--- src/verilog/supply_cfg.svh ---
`ifndef SUPPLY_CONFIG_CFG_SVH
`define SUPPLY_CONFIG_CFG_SVH

// Serial target address and the reserved general call address
`define TARGET_ADDR        7'h2e
`define GENERAL_CALL_ADDR  7'h00

// Bits in a byte on the serial bus, bit counter width
`define BYTE_BITS          4'h8
`define BIT_CNT_W          4

// Wiper code width and reset code (lowest usable code)
`define WIPER_W            7
`define WIPER_RESET        7'h20

// Clock period and fault timer
`define CLK_PERIOD_NS      8
`define FAULT_TIME_US      10000
`define FAULT_CNT_W        21

// Pin sampling chain and pin positions in the sampled vector
`define SYNC_STAGES        3
`define PIN_COUNT          8
`define PIN_SCL            0
`define PIN_SDA            1
`define PIN_ENABLE         2
`define PIN_CUR_LIMIT      3
`define PIN_OV12           4
`define PIN_OV14           5
`define PIN_OV16           6
`define PIN_UV4            7
// Pin levels assumed in reset: bus and selects high, enable and limit low
`define PIN_IDLE_LVL       8'hf3

`endif

--- src/verilog/supply_pkg.sv ---
package supply_pkg;

    typedef enum logic [7:0] {
        ST_IDLE      = 8'h01,
        ST_ADDR      = 8'h02,
        ST_ADDR_ACK  = 8'h04,
        ST_WRITE     = 8'h08,
        ST_WRITE_ACK = 8'h10,
        ST_READ      = 8'h20,
        ST_READ_ACK  = 8'h40,
        ST_IGNORE    = 8'h80
    } bus_state_t;

    typedef enum logic [3:0] {
        OV_DEFAULT = 4'h1,
        OV_12V     = 4'h2,
        OV_14V     = 4'h4,
        OV_16V     = 4'h8
    } ov_limit_t;

    typedef enum logic [1:0] {
        UV_4V = 2'h1,
        UV_7V = 2'h2
    } uv_limit_t;

    typedef struct packed {
        ov_limit_t overvoltage_limit;
        uv_limit_t undervoltage_limit;
    } limits_t;

    typedef struct packed {
        logic [2:0] ov_switch_on;
        logic       uv_switch_on;
    } switches_t;

endpackage : supply_pkg

--- src/verilog/supply_config_interface.sv ---
`timescale 1ns/1ps
`include "supply_cfg.svh"
// Summary of operation
// - The three overvoltage select lines all high give the default limit, one low gives 12, 14 or 16 V.
// - The fourth select line high gives the 4 V undervoltage limit and low gives 7 V.
// - Each limit switch conducts while its select line is low and is open while it is high.
// - The general call address is ignored and never acknowledged.
// - A matching address is acknowledged by holding data low during the acknowledge clock high.
// - The target answers at seven-bit address 0x2E for writes and reads.
// - The data byte after the address sets the wiper position.
// - If the current stays at its limit until the fault timer expires, the switch opens and fault asserts.
module supply_config_interface #(
    parameter int unsigned FAULT_CYCLES = (`FAULT_TIME_US * 1000) / `CLK_PERIOD_NS
) (
    input  wire logic                clk_i,            // 125 MHz clock
    input  wire logic                rst_n_i,          // Async reset, active low
    input  wire logic                scl_i,            // Serial clock from host
    input  wire logic                sda_i,            // Serial data line level
    output logic                     sda_o,            // Serial data drive value
    output logic                     sda_oe_n_o,       // Low while pulling data low
    input  wire logic                enable_i,         // Supply enable from host
    input  wire logic                current_limit_i,  // Output current at limit
    input  wire logic                ov_select_12v_n_i, // Overvoltage select 12 V, low
    input  wire logic                ov_select_14v_n_i, // Overvoltage select 14 V, low
    input  wire logic                ov_select_16v_n_i, // Overvoltage select 16 V, low
    input  wire logic                uv_select_4v_i,   // High 4 V, low 7 V
    output logic [`WIPER_W-1:0]      wiper_code_o,     // Wiper position
    output supply_pkg::limits_t      limits_o,         // Decoded protection limits
    output supply_pkg::switches_t    switches_o,       // Limit switch conduct states
    output logic                     output_on_o,      // Protection switch closed
    output logic                     fault_o,          // Latched fault
    output logic                     power_good_flag_o // Output on without fault
);

    // Pin sampling: three stages, a change counts once stages two and three agree
    localparam logic [`PIN_COUNT-1:0] PIN_IDLE = `PIN_IDLE_LVL;
    logic [`PIN_COUNT-1:0] pins;
    logic [`PIN_COUNT-1:0] pin_lvl;
    assign pins = {uv_select_4v_i, ov_select_16v_n_i, ov_select_14v_n_i, ov_select_12v_n_i,
                   current_limit_i, enable_i, sda_i, scl_i};
    genvar gi;
    generate
        for (gi = 0; gi < `PIN_COUNT; gi++)
        begin : g_sync
            logic [`SYNC_STAGES-1:0] sync_q;
            logic [`SYNC_STAGES-1:0] sync_d;
            logic                    lvl_q;
            logic                    lvl_d;
            always_comb
            begin
                sync_d = {sync_q[`SYNC_STAGES-2:0], pins[gi]};
                lvl_d  = (sync_q[1] == sync_q[2]) ? sync_q[2] : lvl_q;
            end
            always_ff @(posedge clk_i or negedge rst_n_i)
            begin
                if (!rst_n_i)
                begin
                    sync_q <= {`SYNC_STAGES{PIN_IDLE[gi]}};
                    lvl_q  <= PIN_IDLE[gi];
                end
                else
                begin
                    sync_q <= sync_d;
                    lvl_q  <= lvl_d;
                end
            end
            assign pin_lvl[gi] = lvl_q;
        end
    endgenerate
    // Serial target
    supply_pkg::bus_state_t  st_q, st_d;
    logic                    scl_q, scl_d;
    logic                    sda_q, sda_d;
    logic [`BIT_CNT_W-1:0]   cnt_q, cnt_d;
    logic [7:0]              rx_q, rx_d;
    logic [7:0]              tx_q, tx_d;
    logic                    drv_q, drv_d;
    logic                    nack_q, nack_d;
    logic [`WIPER_W-1:0]     wiper_q, wiper_d;
    logic                    scl_rise, scl_fall, start_seen, stop_seen;
    always_comb
    begin
        scl_d      = pin_lvl[`PIN_SCL];
        sda_d      = pin_lvl[`PIN_SDA];
        scl_rise   = scl_d & ~scl_q;
        scl_fall   = ~scl_d & scl_q;
        start_seen = scl_d & scl_q & sda_q & ~sda_d;
        stop_seen  = scl_d & scl_q & ~sda_q & sda_d;
        st_d       = st_q;
        cnt_d      = cnt_q;
        rx_d       = rx_q;
        tx_d       = tx_q;
        drv_d      = drv_q;
        nack_d     = nack_q;
        wiper_d    = wiper_q;
        if (start_seen)
        begin
            st_d  = supply_pkg::ST_ADDR;
            cnt_d = '0;
            drv_d = 1'b0;
        end
        else if (stop_seen)
        begin
            st_d  = supply_pkg::ST_IDLE;
            drv_d = 1'b0;
        end
        else if (scl_rise)
        begin
            case (st_q)
                supply_pkg::ST_ADDR, supply_pkg::ST_WRITE:
                begin
                    rx_d  = {rx_q[6:0], sda_d};
                    cnt_d = cnt_q + 1'b1;
                end
                supply_pkg::ST_READ:     cnt_d = cnt_q + 1'b1;
                supply_pkg::ST_READ_ACK: nack_d = sda_d;
                default:                 cnt_d = cnt_q;
            endcase
        end
        else if (scl_fall)
        begin
            case (st_q)
                supply_pkg::ST_ADDR:
                    if (cnt_q == `BYTE_BITS)
                    begin
                        if (rx_q[7:1] == `TARGET_ADDR && rx_q[7:1] != `GENERAL_CALL_ADDR)
                        begin
                            st_d  = supply_pkg::ST_ADDR_ACK;
                            drv_d = 1'b1;
                        end
                        else
                            st_d = supply_pkg::ST_IGNORE;
                    end
                supply_pkg::ST_ADDR_ACK:
                begin
                    cnt_d = '0;
                    if (rx_q[0])
                    begin
                        st_d  = supply_pkg::ST_READ;
                        tx_d  = {1'b0, wiper_q};
                        drv_d = 1'b1;
                    end
                    else
                    begin
                        st_d  = supply_pkg::ST_WRITE;
                        drv_d = 1'b0;
                    end
                end
                supply_pkg::ST_WRITE:
                    if (cnt_q == `BYTE_BITS)
                    begin
                        wiper_d = rx_q[`WIPER_W-1:0];
                        st_d    = supply_pkg::ST_WRITE_ACK;
                        drv_d   = 1'b1;
                    end
                supply_pkg::ST_WRITE_ACK:
                begin
                    st_d  = supply_pkg::ST_WRITE;
                    cnt_d = '0;
                    drv_d = 1'b0;
                end
                supply_pkg::ST_READ:
                    if (cnt_q == `BYTE_BITS)
                    begin
                        st_d  = supply_pkg::ST_READ_ACK;
                        drv_d = 1'b0;
                    end
                    else
                    begin
                        tx_d  = {tx_q[6:0], 1'b0};
                        drv_d = ~tx_q[6];
                    end
                supply_pkg::ST_READ_ACK:
                    if (!nack_q)
                    begin
                        st_d  = supply_pkg::ST_READ;
                        cnt_d = '0;
                        tx_d  = {1'b0, wiper_q};
                        drv_d = 1'b1;                          // Top bit of a read is zero
                    end
                    else
                        st_d = supply_pkg::ST_IGNORE;
                default: st_d = st_q;
            endcase
        end
    end
    always_ff @(posedge clk_i or negedge rst_n_i)
    begin
        if (!rst_n_i)
        begin
            st_q    <= supply_pkg::ST_IDLE;
            scl_q   <= 1'b1;
            sda_q   <= 1'b1;
            cnt_q   <= '0;
            rx_q    <= '0;
            tx_q    <= '0;
            drv_q   <= 1'b0;
            nack_q  <= 1'b1;
            wiper_q <= `WIPER_RESET;
        end
        else
        begin
            st_q    <= st_d;
            scl_q   <= scl_d;
            sda_q   <= sda_d;
            cnt_q   <= cnt_d;
            rx_q    <= rx_d;
            tx_q    <= tx_d;
            drv_q   <= drv_d;
            nack_q  <= nack_d;
            wiper_q <= wiper_d;
        end
    end
    assign sda_o        = 1'b0;
    assign sda_oe_n_o   = ~drv_q;
    assign wiper_code_o = wiper_q;
    // Limit decode and switch states
    supply_pkg::limits_t   lim_q, lim_d;
    supply_pkg::switches_t sw_q, sw_d;
    always_comb
    begin
        sw_d.ov_switch_on = ~pin_lvl[`PIN_OV16:`PIN_OV12];
        sw_d.uv_switch_on = ~pin_lvl[`PIN_UV4];
        lim_d.undervoltage_limit = pin_lvl[`PIN_UV4] ? supply_pkg::UV_4V
                                                     : supply_pkg::UV_7V;
        case (pin_lvl[`PIN_OV16:`PIN_OV12])
            3'h6:    lim_d.overvoltage_limit = supply_pkg::OV_12V;
            3'h5:    lim_d.overvoltage_limit = supply_pkg::OV_14V;
            3'h3:    lim_d.overvoltage_limit = supply_pkg::OV_16V;
            default: lim_d.overvoltage_limit = supply_pkg::OV_DEFAULT;
        endcase
    end

    always_ff @(posedge clk_i or negedge rst_n_i)
    begin
        if (!rst_n_i)
        begin
            lim_q <= '{supply_pkg::OV_DEFAULT, supply_pkg::UV_4V};
            sw_q  <= '0;
        end
        else
        begin
            lim_q <= lim_d;
            sw_q  <= sw_d;
        end
    end
    assign limits_o   = lim_q;
    assign switches_o = sw_q;
    // Fault timer, cleared when enable or the current limit drops, and latch, cleared only by dropping enable
    logic [`FAULT_CNT_W-1:0] ft_q, ft_d;
    logic                    fault_q, fault_d;
    always_comb
    begin
        ft_d    = ft_q;
        fault_d = fault_q;
        if (!pin_lvl[`PIN_ENABLE])
        begin
            ft_d    = '0;
            fault_d = 1'b0;
        end
        else if (!fault_q && pin_lvl[`PIN_CUR_LIMIT])
        begin
            if (ft_q == `FAULT_CNT_W'(FAULT_CYCLES - 1))
                fault_d = 1'b1;
            else
                ft_d = ft_q + 1'b1;
        end
        else
        begin
            ft_d = '0;
        end
    end

    always_ff @(posedge clk_i or negedge rst_n_i)
    begin
        if (!rst_n_i)
        begin
            ft_q    <= '0;
            fault_q <= 1'b0;
        end
        else
        begin
            ft_q    <= ft_d;
            fault_q <= fault_d;
        end
    end
    assign fault_o           = fault_q;
    assign output_on_o       = pin_lvl[`PIN_ENABLE] & ~fault_q;
    assign power_good_flag_o = output_on_o;
endmodule : supply_config_interface

--- config.mk ---
export PLATFORM = sky130hd
export DESIGN_NAME = supply_config_interface
export DESIGN_NICKNAME = d
export VERILOG_FILES = /design/src/verilog/supply_pkg.sv /design/src/verilog/supply_config_interface.sv
export VERILOG_INCLUDE_DIRS = /design/src /design/src/verilog
export SDC_FILE = /design/constraint.sdc
export NUM_CORES = 1
export LEC_CHECK = 0
export ABC_AREA = 1
export CORE_MARGIN = 3
export CORE_UTILIZATION = 54
export DETAILED_ROUTE_END_ITERATION = 16
export DONT_BUFFER_PORTS = 1
export PLACE_DENSITY = 0.69
export SLEW_MARGIN = 20
export SYNTH_ARGS = -nofsm -noshare
export SYNTH_HDL_FRONTEND = slang
export SYNTH_SLANG_ARGS = --single-unit
--- constraint.sdc ---
create_clock -name clk_i -period 2.2 [get_ports clk_i]
set_input_delay 0.22 -clock clk_i [delete_from_list [all_inputs] [get_ports clk_i]]
set_output_delay 0.22 -clock clk_i [all_outputs]
set_load 0.01 [all_outputs]
==> key figures, run 1 <==
GRT
  – Grt met1 use: a little under a quarter
  – GR peak layer: met2
  – Vias in the first global route: ~3,200
  – Initial antenna violation count: 0
  – M3 GR Usage: just under 5%
  – Largest net degree at the start of global routing: slightly above 100
  – Total gr overflow: 0
  – Wire length of the first global-routing pass: about 14,000 um
  – Grt met2 use: between 20% and 30%
  – Gr usage total: between 10% and 20%

Yosys
  – Top FF cell, synth: dfrtp_1
  – Syn nets: ~520
  – Yosys cell types: 36
  – Synth warn: 0
  – Sequential share of the synthesized area: roughly 55%
  – Cell Area, Synth: ~4700 um^2
  – Synth async-reset ratio: 100%
  – Synth Area per Inst: 9.25 um^2
  – Cells after Synth: 503
  – EDFF count, synth: 0
  – Synth Register Bits: ~100

CTS
  – Clock transition at path regs: 0.11 ns
  – Resized cells post-CTS: 0
  – CTS tree: built
  – Setup Fix Bufs, Post-CTS: 0
  – Clock root buffer: clkbuf_8
  – Cts hold-fix bufs: 8
  – H-tree depth: 3
  – Worst-skew pair later-pin latency: between 0.3 and 0.4 ns
  – CTS buffer count: 9
  – Clock sinks: roughly 100
  – Maximum root-to-sink buffer count: 2

Critical path
  – CP Launch Type: flop
  – Crit path kind: flop to flop
  – Crit path max fanout: 14
  – Worst r2r src: g_sync[0].lvl_q
  – CP required: about 2.5 ns
  – Reg2reg end: tx_q[4]
  – Worst Path Arrival: roughly 2.3 ns
  – Crit path to: tx_q[4]
  – Kind of end point of the critical path: flop
  – CP startpoint: g_sync[0].lvl_q
  – R2r worst-path depth: 9
  – Worst R2R Setup Slack: around 0.25 ns

Run
  – Max_cap viols: 0

Route
  – Final wirelength: just over 8000 um
  – Routed vias: about 3,300
  – Wirelength per Cell: approximately 13 um
  – DRC errors left: 0
  – Remaining antenna violation count: 0
  – Routed vias/inst: 5.21
  – DR iter-0 viols: approximately 180
  – DR pass1 iterations: 4

STA
  – Setup TNS: 0 ns
  – Fin crit period: about 2.0 ns
  – Maximum clock rate: 512 MHz
  – RSZ-0062 raised after global routing: false
  – Number of setup violations in the final report: 0
  – Slew @ Worst Pin: 0.733 ns
  – Slew HR: 51.1%
  – Final worst-path cycle share: ~89%
  – Worst Skew: around 0.013 ns
  – Slew Viols, Final: 0
  – Fin. Hold Viols: about 100
  – Hold_ws: -0.464 ns

Placed design
  – # placed instances: roughly 600
  – Port Buf Inserts: 0
  – DP HPWL: between 5000 and 6000 um
  – Gpl congestion: 0.855

Run status
  – Failing checks: negative hold slack
  – Status: complete, but fails checks

Floorplan
  – Chip Width: 98.8 um
  – Core Region: 8300 um^2
  – Row count: 33
  – Die area: a little under 10,000 um^2
  – Die outline height: ~99 um
  – Initial Utilization: 56.1%
  – Boundary Pins: 32

Power and ir drop
  – Peak supply drop: ~0.46 mV
  – Power per cell area: 778 nW/um^2
  – Leakage power: around 2.3 nW

Cells and area
  – Share of layout cells above drive strength 1: between 10% and 20%
  – Antenna cells: 0
  – Final Non-Filler Cells: around 630
  – Fillcell total: a little over 700
  – Area grow syn2layout: 8.55%
  – Final net count: between 500 and 600

Min path
  – Worst min-delay path class: input pin to async pin
[worst min path at each step]
stage / depth (start not counted) / to
2_1_floorplan: 0 / cnt_q[0]
3_3_place_gp: 0 / st_q[5]
3_5_place_dp: 0 / st_q[5]
4_1_cts: 0 / ft_q[19]
5_1_grt: 0 / g_sync[3].lvl_q
6_report: 0 / tx_q[0]
[cell type report]
class | count | area, um^2 | area share [%]
Clock buffer | 9 | 124 | 2.45
Clock inverter | 7 | 98.8 | 1.96
Inverter | 62 | 234 | 4.63
Multi-Input combinational cell | 331 | 1780 | 35.2
Sequential cell | 101 | 2570 | 50.8
Tap cell | 105 | 131 | 2.60
Timing Repair Buffer | 13 | 118 | 2.33
[through the flow]
stage	setup WS (ns)	power (mW)	utilization, %	area [um^2]
after global routing	0.0475	4.13	60.9	5050
after floorplan	0.360	2.58	-	4650
after detailed placement	0.250	2.68	57.2	4750
after global placement	0.348	2.67	57.2	4750
after CTS	0.212	3.97	60.9	5050
final	0.245	3.93	60.9	5050
[cell usage after synthesis, types with 8 or more instances]
master | number | area share, %
nor2_1 | 51 | 4.1
a21oi_1 | 17 | 1.8
o21ai_2 | 17 | 3.2
dfrtp_1 | 70 | 38
dfstp_2 | 31 | 17
inv_1 | 57 | 4.6
o21ai_0 | 16 | 1.7
nand2_1 | 116 | 9.4
nor3_1 | 16 | 1.7
maj3_1 | 8 | 1.7
nand3_1 | 32 | 3.4
nand4_1 | 13 | 1.7
[state kept, by name (all words and copies together) (netlist names)]
register,flops
nack_q,1
cnt_q,4
limits_o,6
fault_o,1
sda_q,1
ft_q,21
drv_q,1
tx_q,7
g_sync.lvl_q,8
rx_q,8
scl_q,1
st_q,8
g_sync.sync_q,24
wiper_code_o,7
switches_o,3
[power by group]
group	total, mW	switching, mW	internal (mW)
clock network	1.27	0.783	0.491
logic	0.516	0.332	0.184
registers	2.14	0.119	2.02
[logic make-up after synthesis]
group | synth area share, %
xor gates and xnor gates | 0.941
muxes | 1.29
adders and majority gates | 3.33
DFF | 55.1
other | 0.0806
AOI/OAI and AO/OA | 7.85
and+or+nand+nor | 24.8
buffers and inverters | 6.61
[cells in the final DEF (no fill, tap or decap), types with 4 or more instances in the layout]
cell,count
nor2_1,51
nand2_4,4
nand2_1,116
o21ai_0,16
dfstp_2,31
dfrtp_1,70
nor3_1,16
buf_4,5
maj3_1,8
nand3_1,32
nand4_1,13
nor2_2,5
o21ai_2,17
mux2i_1,6
nor2_4,4
a21oi_1,17
inv_1,57
dlygate4sd3_1,8
inv_2,4
clkbuf_8,9
ha_1,6
[critical path: stages (launching register included)]
cell and delay, ns:
dfstp_2 0.60, ha_1 0.26, nand3_2 0.18, nand2_4 0.14
clkinv_2 0.09, nand3_1 0.08, nor2_1 0.05, o21ai_2 0.26
nand2_1 0.14, o21ai_2 0.09
[per-layer routing]
layer,part of all wire [%],vias up
met5,0,-
met4,1.2,0
met3,4.6,11
met2,48,71
met1,46,1550
li1,-,1641
No activity file was read; power rests on OpenSTA's default activity.
==> inputs of run 2 (changes only) <==
- CORE_UTILIZATION: 54 -> 65
- CTS_BUF_LIST: default -> sky130_fd_sc_hd__clkbuf_2 sky130_fd_sc_hd__clkbuf_4 sky130_fd_sc_hd__clkbuf_8
- PLACE_DENSITY: 0.69 -> 0.81
==> key figures, run 2 (same netlist as run 1, synthesis figures left out) <==
Placed design
  – Gpl congestion: 0.921 (+7.7%)
  – Port Buf Inserts: 0 (unchanged)
  – # placed instances: 595 (-1.5%)
  – DP HPWL: 5650 um (-2.9%)
  – Placement Setup Slack: 0.203 ns (-0.0470 ns)
  – Placed instance area: 4740 um^2 (-0.24%)

STA
  – Slew @ Worst Pin: 0.728 ns (-0.00504 ns)
  – Slew HR: 51.5% (+0.34 points)
  – Worst Skew: 0.0112 ns (-0.00190 ns)
  – Number of setup violations in the final report: 0 (unchanged)
  – Final worst setup slack: 0.269 ns (+0.0237 ns)
  – Fin crit period: 1.93 ns (-0.0237 ns)
  – RSZ-0062 raised after global routing: false
  – Hold_ws: -0.457 ns (+0.00663 ns)
  – Final worst-path cycle share: 87.8% (-1.1 points)
  – Setup TNS: 0 ns (unchanged)
  – Maximum clock rate: 518 MHz (+1.2%)
  – Slew Viols, Final: 0 (unchanged)
  – Fin. Hold Viols: 101 (unchanged)

CTS
  – Setup Fix Bufs, Post-CTS: 0 (unchanged)
  – Clock sinks: 101 (unchanged)
  – CTS tree: built
  – Maximum root-to-sink buffer count: 2 (unchanged)
  – Worst-skew pair later-pin latency: 0.36 ns (about the same)
  – Clock root buffer: clkbuf_8
  – Clock transition at path regs: 0.10 ns (about the same)
  – H-tree depth: 3 (unchanged)
  – CTS buffer count: 9 (unchanged)
  – Cts hold-fix bufs: 8 (unchanged)

Route
  – Wirelength per Cell: 12.9 um (-1.5%)
  – Routed vias/inst: 5.27 (+1.1%)
  – DR iter-0 viols: 190 (+6.7%)
  – DR pass1 iterations: 5 (+1)
  – DRC errors left: 0 (unchanged)
  – Remaining antenna violation count: 0 (unchanged)
  – Routed vias: 3,262 (-0.34%)
  – Final wirelength: 7980 um (-2.9%)

Floorplan
  – Boundary Pins: 32 (unchanged)
  – Core Region: 6870 um^2 (-17%)
  – Die outline height: 90.6 um (-8.3%)
  – Initial Utilization: 67.8% (+12 points)
  – Row count: 30 (-9.1%)
  – Chip Width: 90.6 um (-8.3%)
  – Die area: 8210 um^2 (-16%)

Power and ir drop
  – Final Power: 3.88 mW (-1.3%)
  – Leakage power: 2.29 nW (about the same)
  – Power per cell area: 770 nW/um^2 (-0.94%)
  – Peak supply drop: 0.732 mV (+61%)

Critical path
  – Most common cell on crit path: nor2_1
  – Crit path max fanout: 14 (unchanged)
  – Crit-path max cell delay: 0.56 ns (-0.04 ns)
  – Worst r2r src: scl_q
  – Worst R2R Setup Slack: 0.27 ns (+0.02 ns)
  – Crit path kind: flop to flop
  – R2r worst-path depth: 8 (-1)
  – CP Launch Type: flop
  – CP startpoint: scl_q
  – Crit path cell chain: inv_1 -> ha_1 -> nor2_1 -> nand3_1 -> nor2_1 -> o21ai_4 -> nand2_1 -> o21ai_2
  – Worst Path Arrival: 2.17 ns (-0.08 ns)
  – Crit path to: tx_q[1]
  – Reg2reg end: tx_q[1]
  – Kind of end point of the critical path: flop
  – Slowest cell on crit path: dfstp_2
  – CP required: 2.44 ns (-0.06 ns)

Cells and area
  – Biggest regs: g_sync.sync_q (24), ft_q (21)
  – Most frequent cells in the layout: nand2_1, dfrtp_1, inv_1, nor2_1, nand3_1
  – Area grow syn2layout: 8.20%
  – Final Non-Filler Cells: 619 (-1.4%)
  – Max reg flops: 24 (unchanged)
  – Commonest non-fill, non-tap cell in the layout: nand2_1
  – Top reg by flops: g_sync.sync_q
  – Util after Layout: 73.3% (+12 points)
  – Share of layout cells above drive strength 1: 18.2% (unchanged)
  – Post-route cell area: 5040 um^2 (-0.32%)
  – Antenna cells: 0 (unchanged)
  – Final net count: 534 (unchanged)

GRT
  – Wire length of the first global-routing pass: 14,200 um (-2.0%)
  – Largest net degree at the start of global routing: 102 (unchanged)
  – Total gr overflow: 0 (unchanged)
  – Gr usage total: 21.2% (+3.2 points)
  – Initial antenna violation count: 0 (unchanged)
  – Vias in the first global route: 3,156 (-1.7%)

Run
  – Max_cap viols: 0 (unchanged)

Run status
  – Status: complete, but fails checks
  – Failing checks: negative hold slack

Min path
  – Worst min-delay path class: input pin to async pin
==> run 2: timing repair <==
action | CTS | global route
hold endpoints to repair | 109 | 101
resized for setup | 0 | 1
setup endpoints to repair | 0 | 2
==> run 2: worst min path at each step <==
stage                       to  slack (ns)  cells after the start
4_1_cts        wiper_code_o[6]       -0.48                      0
2_1_floorplan         cnt_q[0]       -0.08                      0
6_report           limits_o[1]       -0.46                      0
3_3_place_gp           st_q[4]       -0.07                      0
5_1_grt        wiper_code_o[6]       -0.50                      0
3_5_place_dp           st_q[4]       -0.07                      0
==> run 2: critical path, delay by kind of cell (launching register included) <==
family,cells,cell delay [ns]
AO/OA/AOI/OAI,2,0.22
adder cells (fa/ha/maj),1,0.24
buffers and inverters,1,0.04
flip-flops,1,0.56
AND/OR/NAND/NOR,4,0.74
==> run 2: area by class of cell <==
class	count	area [um^2]
flip-flops and latches	101	2570
fillers	477	1830
multi-input cells	331	1790
inverters	62	234
clock buffers	10	138
well taps	96	120
repair buffers	13	118
clock inverters	6	72.6
==> run 2: routing by layer <==
layer / GRT usage (%) / vias to the layer above / wire length, um
met4: 8.04 / 0 / 108
met5: 0 / - / 0
met3: 4.58 / 12 / 310
met1: 28.6 / 1531 / 3730
li1: - / 1645 / -
met2: 33.9 / 74 / 3830
==> run 2: power by group <==
part           leakage, nW  internal [mW]  switching, mW
clock                0.110          0.576          0.645
combinational        0.918          0.184          0.334
sequential            1.27           2.02          0.121
total                 2.29           2.78           1.10
==> inputs of run 3 (changes only) <==
- CORE_UTILIZATION: 65 -> 59
- PLACE_DENSITY: 0.81 -> 0.78
- clock period: 2.2 -> 1.7 ns (I/O delays scaled with it)
==> key figures, run 3 (same netlist as run 1, synthesis figures left out) <==
Route
  – DR pass1 iterations: 6 (+1)
  – DR iter-0 viols: 199 (+4.7%)
  – Met3 routed WL: 543 um (+75%)
  – Wirelength per Cell: 14.5 um (+12%)
  – DRC errors left: 0 (unchanged)
  – Routed met1 length: 3990 um (+6.9%)
  – Highest metal used: met4
  – Remaining antenna violation count: 0 (unchanged)
  – Final wirelength: 9440 um (+18%)
  – Met2 WL: 4690 um (+23%)
  – Routed vias: 3,576 (+9.6%)
  – Routed vias/inst: 5.48 (+4.1%)

Power and ir drop
  – Leakage power: 2.46 nW (+7.3%)
  – Peak supply drop: 0.694 mV (-5.3%)
  – Power per cell area: 945 nW/um^2 (+23%)

Floorplan
  – Boundary Pins: 32 (unchanged)
  – Die area: 8990 um^2 (+9.5%)
  – Initial Utilization: 62.5% (-5.3 points)
  – Chip Width: 94.8 um (+4.6%)
  – Core Region: 7450 um^2 (+8.4%)
  – Row count: 31 (+3.3%)
  – Die outline height: 94.8 um (+4.6%)

Critical path
  – Kind of end point of the critical path: flop
  – Crit path depth: 8 (unchanged)
  – Worst Path Buf+Inv: 1 (unchanged)
  – Slowest cell on crit path: dfstp_2
  – CP required: 1.96 ns (-0.48 ns)
  – Crit path cell chain: inv_1 -> ha_2 -> nor2_4 -> nand3_2 -> nor2_4 -> o21ai_4 -> nand2_1 -> o21ai_2
  – Crit path kind: flop to flop
  – Crit path max fanout: 7 (-7)
  – Crit path max-delay family: flip-flops
  – Worst Path Arrival: 1.95 ns (-0.22 ns)
  – Crit-path max cell delay: 0.59 ns (+0.03 ns)
  – CP Launch Type: flop
  – Most common cell on crit path: nor2_4
  – R2r worst-path depth: 8 (unchanged)

GRT
  – Vias in the first global route: 3,310 (+4.9%)
  – Total gr overflow: 0 (unchanged)
  – Initial antenna violation count: 0 (unchanged)
  – Largest net degree at the start of global routing: 102 (unchanged)
  – Gr usage total: 21.1% (-0.17 points)
  – Wire length of the first global-routing pass: 14,900 um (+5.0%)

Placed design
  – Port Buf Inserts: 0 (unchanged)
  – Placed instance area: 4890 um^2 (+3.1%)
  – DP HPWL: 5990 um (+6.0%)
  – Gpl congestion: 0.959 (+4.1%)
  – Placement Setup Slack: -0.149 ns (-0.352 ns)
  – # placed instances: 616 (+3.5%)

STA
  – RSZ-0062 raised after global routing: true
  – Slew Viols, Final: 0 (unchanged)
  – Final worst-path cycle share: 99.6% (+12 points)
  – Worst Skew: 0.00937 ns (-0.00179 ns)
  – Maximum clock rate: 590 MHz (+14%)
  – Hold_ws: -0.519 ns (-0.0622 ns)
  – Number of setup violations in the final report: 0 (unchanged)
  – Fin crit period: 1.69 ns (-0.237 ns)
  – Final worst setup slack: 0.00597 ns (-0.263 ns)
  – Fin. Hold Viols: 101 (unchanged)

CTS
  – Worst-skew pair later-pin latency: 0.37 ns (about the same)
  – Clock root buffer: clkbuf_8
  – H-tree depth: 3 (unchanged)
  – Maximum root-to-sink buffer count: 2 (unchanged)
  – Cts hold-fix bufs: 8 (unchanged)
  – CTS buffer count: 9 (unchanged)
  – CTS tree: built
  – Clock transition at path regs: 0.11 ns (about the same)
  – Clock sinks: 101 (unchanged)

Run status
  – Failing checks: negative hold slack
  – Status: complete, but fails checks

Cells and area
  – Most frequent cells in the layout: nand2_1, dfrtp_1, inv_1, nor2_1, dfstp_2
  – Final Non-Filler Cells: 652 (+5.3%)
  – Top reg by flops: g_sync.sync_q
  – Final net count: 564 (+5.6%)
  – Fillcell total: 506 (+6.1%)
  – Sequential Area: 2570 um^2 (+0.15%)
  – Max reg flops: 24 (unchanged)
  – Post-route cell area: 5540 um^2 (+10%)
  – Util after Layout: 74.4% (+1.1 points)
  – Antenna cells: 0 (unchanged)
  – Multi-input gate area: 2060 um^2 (+15%)
  – Area grow syn2layout: 19.0%
  – Biggest regs: g_sync.sync_q (24), ft_q (21)
  – Commonest non-fill, non-tap cell in the layout: nand2_1
  – Share of layout cells above drive strength 1: 29.3% (+11 points)

Run
  – Max_cap viols: 0 (unchanged)

Min path
  – Worst min-delay path class: input pin to async pin
-- run 3: changes by cell type in the layout (fill, tap and decap cells not counted), sizes merged --
cell and change:
buf +27, clkinv +2, o21ai +2, bufinv -1, clkbuf -1, nand3 +1
-- run 3: path summary, 6_finish.rpt --
path	start	endpoint	slack (ns)
hold / removal	rst_n_i	st_q[4]	-0.52
setup / recovery	scl_q	tx_q[6]	0.006
hold reg to reg	g_sync[3].sync_q[0]	g_sync[3].sync_q[1]	0.36
min in group clk_i	ov_select_14v_n_i	g_sync[5].sync_q[0]	0.33
max in group asynchronous	rst_n_i	g_sync[0].sync_q[1]	2.02
setup reg to reg	scl_q	tx_q[6]	0.006
-- run 3: layer usage --
layer	GRT usage (%)	vias to the layer above
met5	0	-
met4	7.57	0
met3	4.46	21
met2	34.9	122
met1	27.4	1723
li1	-	1710
-- run 3: final cells by class --
type / instances / area share [%]
Tap cell: 99 / 2.24
Clock inverter: 7 / 1.60
Clock buffer: 9 / 2.24
Timing Repair Buffer: 40 / 6.05
Multi-Input combinational cell: 334 / 37.2
Sequential cell: 101 / 46.4
Inverter: 62 / 4.29
-- run 3: what timing repair did --
action	in CTS	in global routing
endpoints found under the hold margin	109	101
cloned	1	2
pin swaps	1	23
buffers inserted	1	8
resized for setup	11	59
endpoints found under the setup margin	19	42
-- run 3: through the flow --
stage               total power, mW  TNS [ns]
global placement               3.49    -0.752
global route                   5.52     -1.67
detailed placement             3.52     -1.80
floorplan                      3.34  -0.00320
finish                         5.24         0
CTS                            5.10   -0.0556
-- run 3: power by group --
| part | switching (mW) | internal, mW |
|---|---|---|
| Sequential | 0.168 | 2.62 |
| Clock | 0.917 | 0.597 |
| Combinational | 0.585 | 0.353 |
| Total | 1.67 | 3.57 |
